## config.mk

```make
export PLATFORM = sky130hd
export DESIGN_NAME = sdc_ctrl
export DESIGN_NICKNAME = d
export VERILOG_FILES = /design/src/verilog/sdc_pkg.sv /design/src/verilog/sdc_ctrl.sv
export SDC_FILE = /design/constraint.sdc
export NUM_CORES = 1
export LEC_CHECK = 0
export BUFFER_PORTS_ARGS = -buffer_cell sky130_fd_sc_hd__buf_2
export CELL_PAD_IN_SITES_DETAIL_PLACEMENT = 0
export CELL_PAD_IN_SITES_GLOBAL_PLACEMENT = 1
export CORE_MARGIN = 2
export CORE_UTILIZATION = 37
export CTS_BUF_LIST = sky130_fd_sc_hd__clkbuf_4
export DETAILED_ROUTE_END_ITERATION = 10
export HOLD_SLACK_MARGIN = 0.08
export PLACE_DENSITY_LB_ADDON = 0.1
export SETUP_SLACK_MARGIN = 0.1
export SLEW_MARGIN = 20
export SYNTH_ARGS = -nofsm -noshare
export SYNTH_HDL_FRONTEND = slang
export SYNTH_SLANG_ARGS = --single-unit
```

## constraint.sdc

```tcl
create_clock -name clock -period 3.32 [get_ports clock]
set_input_delay 0.332 -clock clock [delete_from_list [all_inputs] [get_ports clock]]
set_output_delay 0.332 -clock clock [all_outputs]
set_load 0.02 [all_outputs]
```

## src/verilog/sdc_pkg.sv

```systemverilog
// Purpose: constants for the SDRAM init, timing and self-refresh controller
// Assumes: 10 MHz clock, cycle counts taken from the slow speed grade values
// Notes: times in ns, cycle counts derived (min rounds up)
package sdc_pkg;
    localparam int sdc_clk_ns = 100;
    localparam int sdc_trc_ns_f = 60;
    localparam int sdc_trc_ns_s = 70;
    localparam int sdc_trrd_ns_f = 12;
    localparam int sdc_trrd_ns_s = 14;
    localparam int sdc_trcd_ns_f = 18;
    localparam int sdc_trcd_ns_s = 20;
    localparam int sdc_trp_ns_f = 18;
    localparam int sdc_trp_ns_s = 20;
    localparam int sdc_tras_ns_f = 42;
    localparam int sdc_tras_ns_s = 45;
    localparam int sdc_tras_max_ns = 120000;
    localparam int sdc_tccd_clk = 1;
    localparam int sdc_tmrs_clk = 2;
    localparam int sdc_twr_clk = 2;
    localparam int sdc_pause_us = 200;
    localparam int sdc_refi_ns = 15600;
    localparam int sdc_init_refs = 2;
    localparam int sdc_burst_refs = 2048;
    localparam int sdc_banks = 4;
    function automatic int sdc_up(input int ns);
        int c;
        c = (ns + sdc_clk_ns - 1) / sdc_clk_ns;
        return (c < 1) ? 1 : c;
    endfunction
    function automatic int sdc_dn(input int ns);
        int c;
        c = ns / sdc_clk_ns;
        return (c < 1) ? 1 : c;
    endfunction
    localparam int sdc_trc_clk = sdc_up(sdc_trc_ns_s);
    localparam int sdc_trrd_clk = sdc_up(sdc_trrd_ns_s);
    localparam int sdc_trcd_clk = sdc_up(sdc_trcd_ns_s);
    localparam int sdc_trp_clk = sdc_up(sdc_trp_ns_s);
    localparam int sdc_tras_clk = sdc_up(sdc_tras_ns_s);
    localparam int sdc_tras_max_clk = sdc_dn(sdc_tras_max_ns);
    localparam int sdc_pause_clk = sdc_up(sdc_pause_us * 1000);
    localparam int sdc_refi_clk = sdc_dn(sdc_refi_ns);
    // Command encodings {cs_b, ras_b, cas_b, we_b}
    localparam logic [3:0] sdc_cmd_nop = 4'h7;
    localparam logic [3:0] sdc_cmd_act = 4'h3;
    localparam logic [3:0] sdc_cmd_rd = 4'h5;
    localparam logic [3:0] sdc_cmd_wr = 4'h4;
    localparam logic [3:0] sdc_cmd_pre = 4'h2;
    localparam logic [3:0] sdc_cmd_ref = 4'h1;
    localparam logic [3:0] sdc_cmd_mrs = 4'h0;
    localparam logic [3:0] sdc_cmd_desel = 4'hf;
    localparam int sdc_a10 = 10;
    localparam logic [11:0] sdc_mode_dflt = 12'h022;
    typedef enum logic [3:0] {
        sdc_pwr, sdc_ipre, sdc_imrs, sdc_iref, sdc_idle, sdc_actv,
        sdc_rdwr, sdc_prech, sdc_aref, sdc_sr_pre, sdc_sr_in,
        sdc_sr_out, sdc_sr_post
    } sdc_state_t;
endpackage

```

## src/verilog/sdc_ctrl.sv

```systemverilog
// Purpose: SDRAM controller: power-up init, command spacing, refresh,
//          self-refresh entry and exit, single-word read and write
// Assumes: one clock at 10 MHz drives both this block and the memory clock
// Notes: a user request is taken on req & ready, one word at a time
`timescale 1ns/1ns
// Operation
// RQ1 - Same-bank activations spaced by at least the row cycle time.
// RQ2 - Activations of different banks spaced by at least activate delay.
// RQ3 - Read or write waits activate-to-column delay after activation.
// RQ4 - Refresh or activate waits precharge time after precharge.
// RQ5 - Row stays open between minimum and maximum active time.
// RQ6 - Column commands may follow every single clock.
// RQ7 - Mode register set cycle time elapses before next command.
// RQ8 - During power-up hold NOP, clock enable high, masks high.
// RQ9 - Wait 200 microseconds after power before initialisation.
// RQ10 - Keep masks high through the power-up pause.
// RQ11 - Precharge all banks during initialisation.
// RQ12 - Issue mode register set during initialisation.
// RQ13 - Issue at least two auto-refresh cycles during initialisation.
// RQ14 - Self-refresh entry: select, row, column strobes and CKE low.
// RQ15 - Device ignores all inputs but CKE one clock after entry.
// RQ16 - Device stays in self-refresh while CKE stays low.
// RQ17 - Stay in self-refresh at least the minimum row active time.
// RQ18 - Clock runs stable before CKE returns high.
// RQ19 - Hold CKE high for exit time with chip deselected first.
// RQ20 - Wait one row cycle after CKE high before commands.
// RQ21 - Burst refresh 2048 cycles before entry and after exit.
// RQ22 - Masks gate write data and enable read output buffers.
// RQ23 - Wait two clocks write recovery before precharge.
// RQ24 - Refresh on average every 15.6 microseconds.
module sdc_ctrl
    import sdc_pkg::*;
#(
    parameter int pause_clk = sdc_pause_clk,
    parameter int refi_clk = sdc_refi_clk,
    parameter int burst_refs = sdc_burst_refs,
    parameter int row_w = 12,
    parameter int col_w = 9
) (
    // Clock and reset
    input wire logic clock,
    input wire logic rst_b,
    // User side
    input wire logic req,
    input wire logic req_wr,
    input wire logic [1:0] req_bank,
    input wire logic [row_w-1:0] req_row,
    input wire logic [col_w-1:0] req_col,
    input wire logic [31:0] req_wdata,
    input wire logic [3:0] req_mask,
    input wire logic sr_req,
    output logic ready,
    output logic rvalid,
    output logic [31:0] rdata,
    output logic init_done,
    output logic in_sr,
    // Memory pins
    output logic mem_cke,
    output logic mem_cs_b,
    output logic mem_ras_b,
    output logic mem_cas_b,
    output logic mem_we_b,
    output logic [1:0] mem_ba,
    output logic [11:0] mem_addr,
    output logic [3:0] mem_dqm,
    output logic [31:0] mem_dq_out,
    output logic mem_dq_oe,
    input wire logic [31:0] mem_dq_in
);
    localparam int cas_lat = 2;
    localparam int cw = 18;
    localparam int nw = 12;
    localparam logic [cw-1:0] wait_trc = cw'(sdc_trc_clk);
    localparam logic [cw-1:0] wait_trcd = cw'(sdc_trcd_clk);
    localparam logic [cw-1:0] wait_trp = cw'(sdc_trp_clk);
    localparam logic [cw-1:0] wait_tras = cw'(sdc_tras_clk);
    localparam logic [cw-1:0] wait_tmrs = cw'(sdc_tmrs_clk);
    localparam logic [cw-1:0] wait_twr = cw'(sdc_twr_clk);
    localparam logic [cw-1:0] wait_pause = cw'(pause_clk);
    localparam logic [cw-1:0] wait_refi = cw'(refi_clk);
    localparam logic [nw-1:0] n_burst = nw'(burst_refs);
    localparam logic [nw-1:0] n_init = nw'(sdc_init_refs);

    // Checked at elaboration: counters are only cw and nw bits wide
    if (pause_clk < 1 || pause_clk >= (1 << cw))
        $error("pause_clk out of range");
    if (refi_clk < 8 || refi_clk >= (1 << cw))
        $error("refi_clk out of range");
    if (burst_refs < 1 || burst_refs >= (1 << nw))
        $error("burst_refs out of range");
    if (row_w != 12 || col_w > 10)
        $error("address widths unsupported");

    sdc_state_t state;
    sdc_state_t next_state;
    logic [cw-1:0] wait_cnt;
    logic [cw-1:0] refi_cnt;
    logic [nw-1:0] ref_left;
    logic ref_due;
    logic [3:0] cmd;
    logic [cas_lat:0] rd_pipe;
    logic sr_q1;
    logic sr_q2;
    logic op_wr;
    logic [1:0] op_bank;
    logic [col_w-1:0] op_col;
    logic [31:0] op_data;
    logic [3:0] op_mask;
    logic [1:0] sr_step;

    // Decode of when the current wait has run out
    wire waited = (wait_cnt == '0);
    wire take_req = ready && req;
    wire refi_hit = (refi_cnt == '0);
    wire [nw-1:0] ref_dec = ref_left - nw'(1);

    // Self-refresh request is asynchronous to this clock
    always_ff @(posedge clock) begin
        if (!rst_b) begin
            sr_q1 <= 1'b0;
            sr_q2 <= 1'b0;
        end else begin
            sr_q1 <= sr_req;
            sr_q2 <= sr_q1;
        end
    end

    // Periodic refresh timer; set beats clear of the due flag
    always_ff @(posedge clock) begin
        if (!rst_b || state == sdc_pwr) begin
            refi_cnt <= wait_refi;
            ref_due <= 1'b0;
        end else begin
            refi_cnt <= refi_hit ? wait_refi : refi_cnt - cw'(1);
            if (refi_hit)
                ref_due <= 1'b1; // see RQ24
            else if (state == sdc_aref && cmd == sdc_cmd_ref)
                ref_due <= 1'b0;
        end
    end

    // Sequencer: one command per state entry except sdc_pwr and sdc_idle, then a wait count; refresh burst states repeat theirs.
    // A single open row keeps RQ1/RQ2 trivially met: every access
    // closes its row, so same-bank activations are trc apart.
    always_comb begin
        next_state = state;
        case (state)
            sdc_pwr:    if (waited && sr_step != 2'h0) next_state = sdc_ipre;
            sdc_ipre:   if (waited) next_state = sdc_imrs;
            sdc_imrs:   if (waited) next_state = sdc_iref;
            sdc_iref:   if (waited && ref_left == '0)
                            next_state = sdc_idle;
            sdc_idle: begin
                // A request granted by ready must not be lost to refresh
                if (!waited)
                    next_state = sdc_idle;
                else if (take_req)
                    next_state = sdc_actv;
                else if (sr_q2)
                    next_state = sdc_sr_pre;
                else if (ref_due)
                    next_state = sdc_aref;
            end
            sdc_actv:   if (waited) next_state = sdc_rdwr;
            sdc_rdwr:   if (waited) next_state = sdc_prech;
            sdc_prech:  if (waited) next_state = sdc_idle;
            sdc_aref:   if (waited) next_state = sdc_idle;
            sdc_sr_pre: if (waited && ref_left == '0)
                            next_state = sdc_sr_in;
            sdc_sr_in:  if (waited && !sr_q2) next_state = sdc_sr_out;
            sdc_sr_out: if (waited) next_state = sdc_sr_post;
            sdc_sr_post: if (waited && ref_left == '0)
                            next_state = sdc_idle;
            default:    next_state = sdc_pwr;
        endcase
    end

    wire ref_step = waited && ref_left != '0;

    always_ff @(posedge clock) begin
        if (!rst_b) begin
            state <= sdc_pwr;
            wait_cnt <= '0;
            ref_left <= '0;
            cmd <= sdc_cmd_nop;
            sr_step <= 2'h0;
        end else begin
            state <= next_state;
            cmd <= sdc_cmd_nop;
            wait_cnt <= waited ? '0 : wait_cnt - cw'(1);
            case (next_state)
                sdc_pwr: if (state == sdc_pwr && sr_step == 2'h0) begin
                    wait_cnt <= wait_pause; // see RQ9
                    sr_step <= 2'h1;
                end
                sdc_ipre: if (state != sdc_ipre) begin
                    cmd <= sdc_cmd_pre; // see RQ11
                    wait_cnt <= wait_trp; // see RQ4
                end
                sdc_imrs: if (state != sdc_imrs) begin
                    cmd <= sdc_cmd_mrs; // see RQ12
                    wait_cnt <= wait_tmrs; // see RQ7
                    ref_left <= n_init; // see RQ13
                end
                sdc_iref, sdc_sr_pre, sdc_sr_post:
                    if (state != next_state || ref_step) begin
                        if (ref_left != '0 && waited) begin
                            cmd <= sdc_cmd_ref; // see RQ21
                            ref_left <= ref_dec;
                            wait_cnt <= wait_trc;
                        end
                    end
                sdc_actv: if (state != sdc_actv) begin
                    cmd <= sdc_cmd_act; // see RQ2
                    wait_cnt <= wait_trcd; // see RQ3
                end
                sdc_rdwr: if (state != sdc_rdwr) begin
                    cmd <= op_wr ? sdc_cmd_wr : sdc_cmd_rd;
                    // Row must also meet minimum active time
                    wait_cnt <= (wait_tras > wait_trcd + wait_twr)
                        ? wait_tras - wait_trcd
                        : wait_twr + cw'(cas_lat); // see RQ5 see RQ23
                end
                sdc_prech: if (state != sdc_prech) begin
                    cmd <= sdc_cmd_pre;
                    wait_cnt <= wait_trp; // see RQ4 see RQ1
                end
                sdc_aref: if (state != sdc_aref) begin
                    cmd <= sdc_cmd_ref;
                    wait_cnt <= wait_trc;
                end
                sdc_sr_in: if (state != sdc_sr_in) begin
                    cmd <= sdc_cmd_ref; // see RQ14
                    wait_cnt <= wait_tras; // see RQ17
                end
                sdc_sr_out: if (state != sdc_sr_out) begin
                    cmd <= sdc_cmd_desel; // see RQ19
                    wait_cnt <= wait_trc; // see RQ20
                end
                default: ;
            endcase
            if (state == sdc_sr_in && next_state == sdc_sr_out)
                ref_left <= n_burst;
            if (state == sdc_idle && next_state == sdc_sr_pre)
                ref_left <= n_burst;
        end
    end

    // Capture the request when the row is opened
    always_ff @(posedge clock) begin
        if (!rst_b) begin
            op_wr <= 1'b0;
            op_bank <= 2'h0;
            op_col <= '0;
            op_data <= 32'h0;
            op_mask <= 4'h0;
            ready <= 1'b0;
        end else begin
            ready <= (next_state == sdc_idle) && (state != sdc_idle ||
                !take_req) && !sr_q2 && !ref_due;
            if (take_req) begin
                op_wr <= req_wr;
                op_bank <= req_bank;
                op_col <= req_col;
                op_data <= req_wdata;
                op_mask <= req_mask;
            end
        end
    end

    // Read return after CAS latency; DQM low enables output buffers
    always_ff @(posedge clock) begin
        if (!rst_b) begin
            rd_pipe <= '0;
            rvalid <= 1'b0;
            rdata <= 32'h0;
        end else begin
            rd_pipe <= {rd_pipe[cas_lat-1:0],
                state != sdc_rdwr && next_state == sdc_rdwr && !op_wr};
            rvalid <= rd_pipe[cas_lat];
            if (rd_pipe[cas_lat])
                rdata <= mem_dq_in;
        end
    end

    wire wr_issue = state != sdc_rdwr && next_state == sdc_rdwr && op_wr;
    wire sr_hold = next_state == sdc_sr_in;
    wire pwr_hold = next_state == sdc_pwr;

    // Pin registers
    always_ff @(posedge clock) begin
        if (!rst_b) begin
            mem_cke <= 1'b1; // see RQ8
            mem_dqm <= 4'hf; // see RQ10
            mem_dq_oe <= 1'b0;
            mem_dq_out <= 32'h0;
            mem_ba <= 2'h0;
            mem_addr <= 12'h0;
            init_done <= 1'b0;
            in_sr <= 1'b0;
        end else begin
            // Clock keeps running, so it is stable before CKE rises
            mem_cke <= !sr_hold; // see RQ14 see RQ16 see RQ18
            mem_dqm <= wr_issue ? op_mask // see RQ22
                : (pwr_hold ? 4'hf : 4'h0);
            mem_dq_oe <= wr_issue;
            mem_dq_out <= op_data;
            mem_ba <= take_req ? req_bank : op_bank;
            if (take_req)
                mem_addr <= req_row;
            else if (next_state == sdc_imrs)
                mem_addr <= sdc_mode_dflt;
            else if (next_state == sdc_ipre || next_state == sdc_prech)
                mem_addr <= 12'h1 << sdc_a10;
            else
                mem_addr <= 12'(op_col);
            init_done <= init_done || next_state == sdc_idle;
            in_sr <= sr_hold; // see RQ15
        end
    end

    wire [3:0] next_cmd = cmd;
    assign {mem_cs_b, mem_ras_b, mem_cas_b, mem_we_b} = next_cmd; // see RQ6
endmodule

```

==> results of run 1 <==
==> metrics by stage <==
step           instance area, µm²  setup TNS, ps  worst slack [ps]  hold slack (ps)
5_1_grt                     10800          -37.0             -31.2              161
2_1_floorplan                7890              0               193              409
4_1_cts                     10600              0              96.6              137
3_3_place_gp                 9260              0              96.8              416
3_5_place_dp                 9260              0              75.5              419
6_report                    10800              0               114              189
==> flip-flops by register name (all words and copies together) (netlist names), 3 cells and up <==
register,count
refi_cnt,18
state,4
op_data,32
mem_addr,12
mem_dqm,4
ref_left,12
rdata,32
op_col,9
cmd,4
wait_cnt,18
rd_pipe,3
op_mask,4
mem_dq_out,32
==> power by group through the flow <==
stage	combinational [mW]	clock (mW)	sequential, mW
floorplan	0.938	0	2.77
global placement	1.51	0	2.71
detailed placement	1.50	0	2.71
CTS	1.64	1.37	2.67
global route	1.85	1.48	2.70
finish	1.69	1.33	2.67
==> placed cells by master (no fill, tap or decap), drive strengths merged, types with 17 or more instances in the layout <==
| cell type | instances |
|---|---|
| buf | 243 |
| dfxtp | 197 |
| nor2 | 172 |
| dlygate4sd3 | 93 |
| nand2 | 82 |
| o21ai | 47 |
| a21oi | 47 |
| and2 | 44 |
| xnor2 | 32 |
| mux2i | 32 |
| inv | 21 |
| nand3 | 19 |
| nor3 | 18 |
| clkbuf | 17 |
==> worst reg2reg max path: cells and delay by family, from the launching register on <==
| kind | cells | cell delay, ps |
|---|---|---|
| AOI/OAI and AO/OA | 5 | 1520 |
| DFF | 1 | 360 |
| and+or+nand+nor | 3 | 1090 |
| xor gates and xnor gates | 1 | 150 |
==> kinds of logic after synthesis <==
family                   Yosys count
multiplexers                      32
AND/OR/NAND/NOR                  398
XOR/XNOR                          42
AO/OA/AOI/OAI                    148
flip-flops                       197
adder cells (fa/ha/maj)            3
buffers and inverters             59
==> repair_timing <==
action	CTS	global route
pin swaps	6	11
gates cloned	1	0
resized for setup	10	23
buffers inserted	2	11
hold buffers	93	0
endpoints found under the setup margin	12	38
endpoints found under the hold margin	93	0
==> final timing paths <==
kind,slack (ps),depth (start not counted),to,from
worst max-delay path,110,9,ref_left[8],ref_left[6]
worst min-delay path,190,3,ref_left[1],rst_b
worst max register to register,110,9,ref_left[8],ref_left[6]
worst min register to register,450,1,refi_cnt[0],refi_cnt[0]
==> metal layers <==
| metal | global-route usage [%] | up-vias |
|---|---|---|
| met2 | 31.0 | 197 |
| met4 | 5.90 | 0 |
| met5 | 0 | - |
| met3 | 3.54 | 29 |
| met1 | 25.1 | 3194 |
| li1 | - | 3605 |
==> final cells by class <==
type,instances,area (µm²),share of cell area (%)
inverters,12,45.0,0.418
multi-input cells,624,3820,35.4
clock buffers,17,128,1.19
well taps,275,344,3.20
repair buffers,336,2310,21.4
clock inverters,15,173,1.60
diodes,1,2.50,0.0232
flip-flops and latches,197,3950,36.7
==> flow_summary.toml, run 1 <==
[status]
outcome = "complete, no violations"

[layout]
design.final.nets = 1287
area_growth_pct = 36.5
finalCoreUtilization_pct = 51.4
post_route_cells_drive_above_1_share_pct = 27.6
final_cell_count_no_fill = 1477
final.fill_count = 2036

[yosys]
yosys-top-cells-count = "197 x sky130_fd_sc_hd__dfxtp_1, 172 x sky130_fd_sc_hd__nor2_1, 80 x sky130_fd_sc_hd__nand2_1, 47 x sky130_fd_sc_hd__o21ai_0, 46 x sky130_fd_sc_hd__a21oi_1"
synth_top_family_by_area = "simple AND/OR/NAND/NOR gates"
synth.distinct_cells = 78
synth.largest_area_cell = "sky130_fd_sc_hd__dfxtp_1"
post_synth_mux_area_share_pct = 4.06
synth.cell_area_um2 = 7890
postSynthRegisterBits = 197
synth_simple_gate_area_share_pct = 24.7
synth.most_common_cell = "sky130_fd_sc_hd__dfxtp_1"
number_of_synthesized_flops_with_an_enable_pin = 0
yosysSeqAreaShare_pct = 50.0
synth-adder-area-share_pct = 0.476
synthTopCellsByArea = "sky130_fd_sc_hd__dfxtp_1 50%, sky130_fd_sc_hd__nor2_1 8.2%, sky130_fd_sc_hd__mux2i_1 4.1%"
synth_area_in_compound_gates_pct = 12.4
synth_ff_type = "sky130_fd_sc_hd__dfxtp_1"
yosys.area.top_type_share_pct = 50.0
synth-xor-area-share_pct = 4.66
synth.net_count = 978
synthesis.instances = 879
synth_warnings = 0
syn_avg_cell_area_um2 = 8.97
postSynth.asyncResetShare_pct = 0

[sta]
finalCritPeriodShare_pct = 96.6
grt_setup_unrepaired = "yes"
setup-violations-final = 0
timing_worst_slew_pin_value_ps = 1040
maxSlewHeadroom_pct = 30.4
final.min_clock_period_ps = 3210
peak_clock_frequency_supported_by_timing_mhz = 312
final_max_slew_viol_count = 0
clock-skew-final_ps = 24.4
final_hold_viol_count = 0

[worst_setup_path]
critical_path.max_stage_delay_ps = 580
critPathKind = "flip-flop to flip-flop"
critical_path_buf_inv_count = 0
setup.worst_path.start_class = "flip-flop"
timing.critical_path.arrival_ps = 3670
crit_family = "compound AO/OA/AOI/OAI gates"
timing.critical_path.slowest_stage_cell = "sky130_fd_sc_hd__or4_4"
crit_chain = "or4_4 > o41ai_4 > a41oi_2 > a31o_4 > nor4_4 > o311ai_4 > a2111oi_4 > xnor2_1 > nor2_1"
top_fanout_value_on_the_critical_path = 5
cp-end-kind = "flip-flop"
cp.required_ps = 3790

[power]
power.sequential.fraction_pct = 47.0
net-switching-power_mw = 2.01
peakVddDrop_v = 0.000296
powerDensity_nw_per_um2 = 529
pwr-share-comb_pct = 29.7
total_power_mw = 5.69
power.switching_fraction_pct = 35.3
leakage_nw = 4.52
p_int_mw = 3.68
power.share.clock_pct = 23.3

[floorplanning]
chipHeight_um = 150
fp.dieArea_um2 = 22500
area_of_the_core_region_um2 = 21000
floorplan.io_pins = 188
die_width_um = 150
floorplan.rows = 53
initial_utilization_pct = 37.6

[global_route]
groute.usage.overall_pct = 18.9
grt_pass1_vias = 6647
grt.overflow.total = 0
grt_pass1_wl_um = 34000
maximum_number_of_pins_on_one_net_before_global_route_repair = 71
initial_antenna_violation_count = 1

[routing]
drtIter0Drc = 416
via_per_inst = 4.76
dr.max_layer_used = "met4"
drc_errors = 0
route.met3.wl_um = 1110
route.met2.wl_um = 10100
detail-route-antenna-nets = 0
vias = 7025
drt-pass1-iter-count = 7
wl_met1_um = 10400
totalWireLength_um = 22100
post_drt_wl_per_cell_um = 14.9

[placed_design]
gp_congestion = 0.881
placement.io_buffers = 187
placed_cells = 1337
hpwl_um = 14500

[cts]
clock_path_buffers = 2
numCtsBuffers = 17
clkSlewWorstSetupHoldPaths_ps = 170
library_cell_used_as_clock_root_buffer = "sky130_fd_sc_hd__clkbuf_4"
cts_tree = "yes"
clk_latency_ps = 590
cts_htree_levels = 4
cts_num_sinks = 197

[job]
cap_violations = 0

[worst_hold_path]
min-delay-path-class = "input pin to flip-flop"
(Power assumes the default switching activity.)
==> inputs of run 2 (changes only) <==
==> constraint.sdc (replaced) <==
create_clock -name clock -period 2.8 [get_ports clock]
set_input_delay 0.28 -clock clock [delete_from_list [all_inputs] [get_ports clock]]
set_output_delay 0.28 -clock clock [all_outputs]
set_load 0.02 [all_outputs]
==> run 2 against run 1 <==
Effect of this change: the flow now finishes with violations (negative setup slack); final area is 12% higher; via count is 7.7% higher; flip-flop and latch count stayed put; hold slack worse by 21 ps; combinational power is 62% higher; non-clock buffer count is 98 higher; first-iteration DRC count is 18% lower; sequential share of layout area is 3.9 points lower; cell count is 6.6% higher; clock-buffer cell count stayed put; critical path type unchanged; largest cell class is now multi-input combinational cells; largest power group unchanged; highest routed layer unchanged.
==> flow_summary.toml, run 2 (synthesis gave the netlist of run 1 again) <==
[floorplanning]
floorplan.rows = 53
area_of_the_core_region_um2 = 21000
chipHeight_um = 150
die_width_um = 150
initial_utilization_pct = 37.6
fp.dieArea_um2 = 22500
floorplan.io_pins = 188

[layout]
layout_common_cells = "189 x sky130_fd_sc_hd__dfxtp_1, 188 x sky130_fd_sc_hd__buf_2, 160 x sky130_fd_sc_hd__nor2_1"
most_common_library_cell_in_the_layout_ignoring_fill_and_taps = "sky130_fd_sc_hd__dfxtp_1"
design.final.nets = 1384
area_growth_pct = 52.6
final.fill_count = 1946
layout_top_registers = "mem_dq_out (32), op_data (32), rdata (32)"
post_route_cells_drive_above_1_share_pct = 38.1

[sta]
layout_setup_ws_ps = -399
final_hold_viol_count = 0
maxSlewHeadroom_pct = 32.5
final_max_slew_viol_count = 0
grt_setup_unrepaired = "yes"
peak_clock_frequency_supported_by_timing_mhz = 313
finalCritPeriodShare_pct = 114
hold_ws_ps = 168
final.min_clock_period_ps = 3200
timing_worst_slew_pin_value_ps = 1010
clock-skew-final_ps = 30.0
setup-violations-final = 40

[cts]
library_cell_used_as_clock_root_buffer = "sky130_fd_sc_hd__clkbuf_4"
clk_latency_ps = 580
cts_num_sinks = 197
clkSlewWorstSetupHoldPaths_ps = 200
cts_tree = "yes"
clock_path_buffers = 2
numCtsBuffers = 17
cts_htree_levels = 4

[worst_setup_path]
critPathKind = "flip-flop to flip-flop"
timing.critical_path.arrival_ps = 3690
top_fanout_value_on_the_critical_path = 5
setup.worst_path.start_class = "flip-flop"
cp.required_ps = 3290
r2r-start = "wait_cnt[11]"
timing.critical_path.from = "wait_cnt[11]"
cp-end-kind = "flip-flop"
r2r_cells = 12

[status]
outcome = "complete, but fails checks"
failed_checks = "negative setup slack"

[global_route]
grt_pass1_wl_um = 36300
groute.usage.overall_pct = 20.0
maximum_number_of_pins_on_one_net_before_global_route_repair = 64
grt_pass1_vias = 7332
initial_antenna_violation_count = 1
grt.overflow.total = 0

[routing]
via_per_inst = 4.81
drc_errors = 0
vias = 7569
drtIter0Drc = 340
detail-route-antenna-nets = 0
drt-pass1-iter-count = 5
post_drt_wl_per_cell_um = 14.8
totalWireLength_um = 23200

[placed_design]
placement.io_buffers = 187
hpwl_um = 14800
placement.setup.worst_slack_ps = -410
gp_congestion = 0.864

[worst_hold_path]
worst_hold_startpoint = "rst_b"
min-delay-path-class = "input pin to flip-flop"
holdPathStages = 2

[power]
peakVddDrop_v = 0.000356
powerDensity_nw_per_um2 = 629
leakage_nw = 5.16

[job]
cap_violations = 0
[run 2: cell type report]
class | instances | area, µm² | area share (%)
antenna | 2 | 5.00 | 0.0416
inverter | 12 | 45.0 | 0.374
clock inverter | 15 | 218 | 1.81
clock buffer | 17 | 128 | 1.06
timing repair buffer | 434 | 3160 | 26.2
sequential | 197 | 3950 | 32.8
tap | 275 | 344 | 2.86
multi-input combinational | 623 | 4190 | 34.8
[run 2: routing by layer]
metal | vias up | wire length (µm) | global-route usage, %
li1 | 3803 | - | -
met1 | 3479 | 10500 | 25.4
met2 | 234 | 10900 | 33.3
met3 | 53 | 1150 | 4.33
met4 | 0 | 762 | 7.74
met5 | - | 0 | 0
[run 2: report_power, final]
group,switching [mW],internal (mW),total (mW)
Clock,1.17,0.538,1.71
Sequential,0.114,3.03,3.14
Combinational,1.37,1.36,2.73
[run 2: per-stage QoR]
| stage | power (mW) | instances | TNS, ps | cell area [µm²] | util, % |
|---|---|---|---|---|---|
| floorplan | 4.41 | 879 | -6470 | 7900 | - |
| global placement | 5.32 | 1410 | -10170 | 9830 | 46.9 |
| detailed placement | 5.32 | 1410 | -11430 | 9830 | 46.9 |
| CTS | 7.43 | 1558 | -8170 | 11700 | 55.8 |
| global route | 8.02 | 1575 | -13550 | 12000 | 57.5 |
| finish | 7.57 | 1575 | -8550 | 12000 | 57.5 |
[run 2: path summary, 6_finish.rpt]
| check | endpoint | slack (ps) |
|---|---|---|
| max | ref_left[10] | -400 |
| min | mem_cke | 170 |
| max reg2reg | ref_left[10] | -400 |
| min reg2reg | rd_pipe[2] | 450 |
[run 2: what timing repair did]
item / 4_1_cts / 5_1_grt
hold buffers: 93 / 0
endpoints found under the hold margin: 93 / 0
resized for setup: 94 / 52
buffers inserted: 22 / 16
setup endpoints to repair: 48 / 61
gates cloned: 2 / 0
pin swaps: 66 / 54
[run 2: critical path, stage by stage (launching register included)]
cell	delay, ps
sky130_fd_sc_hd__dfxtp_2	360
sky130_fd_sc_hd__or4_4	570
sky130_fd_sc_hd__nor4bb_1	320
sky130_fd_sc_hd__buf_4	170
sky130_fd_sc_hd__o22ai_2	80
sky130_fd_sc_hd__a31o_4	260
sky130_fd_sc_hd__buf_6	120
sky130_fd_sc_hd__nor4_4	290
sky130_fd_sc_hd__nand2b_1	180
sky130_fd_sc_hd__buf_6	190
sky130_fd_sc_hd__a2111oi_4	360
sky130_fd_sc_hd__xnor2_1	150
sky130_fd_sc_hd__nor2_1	50
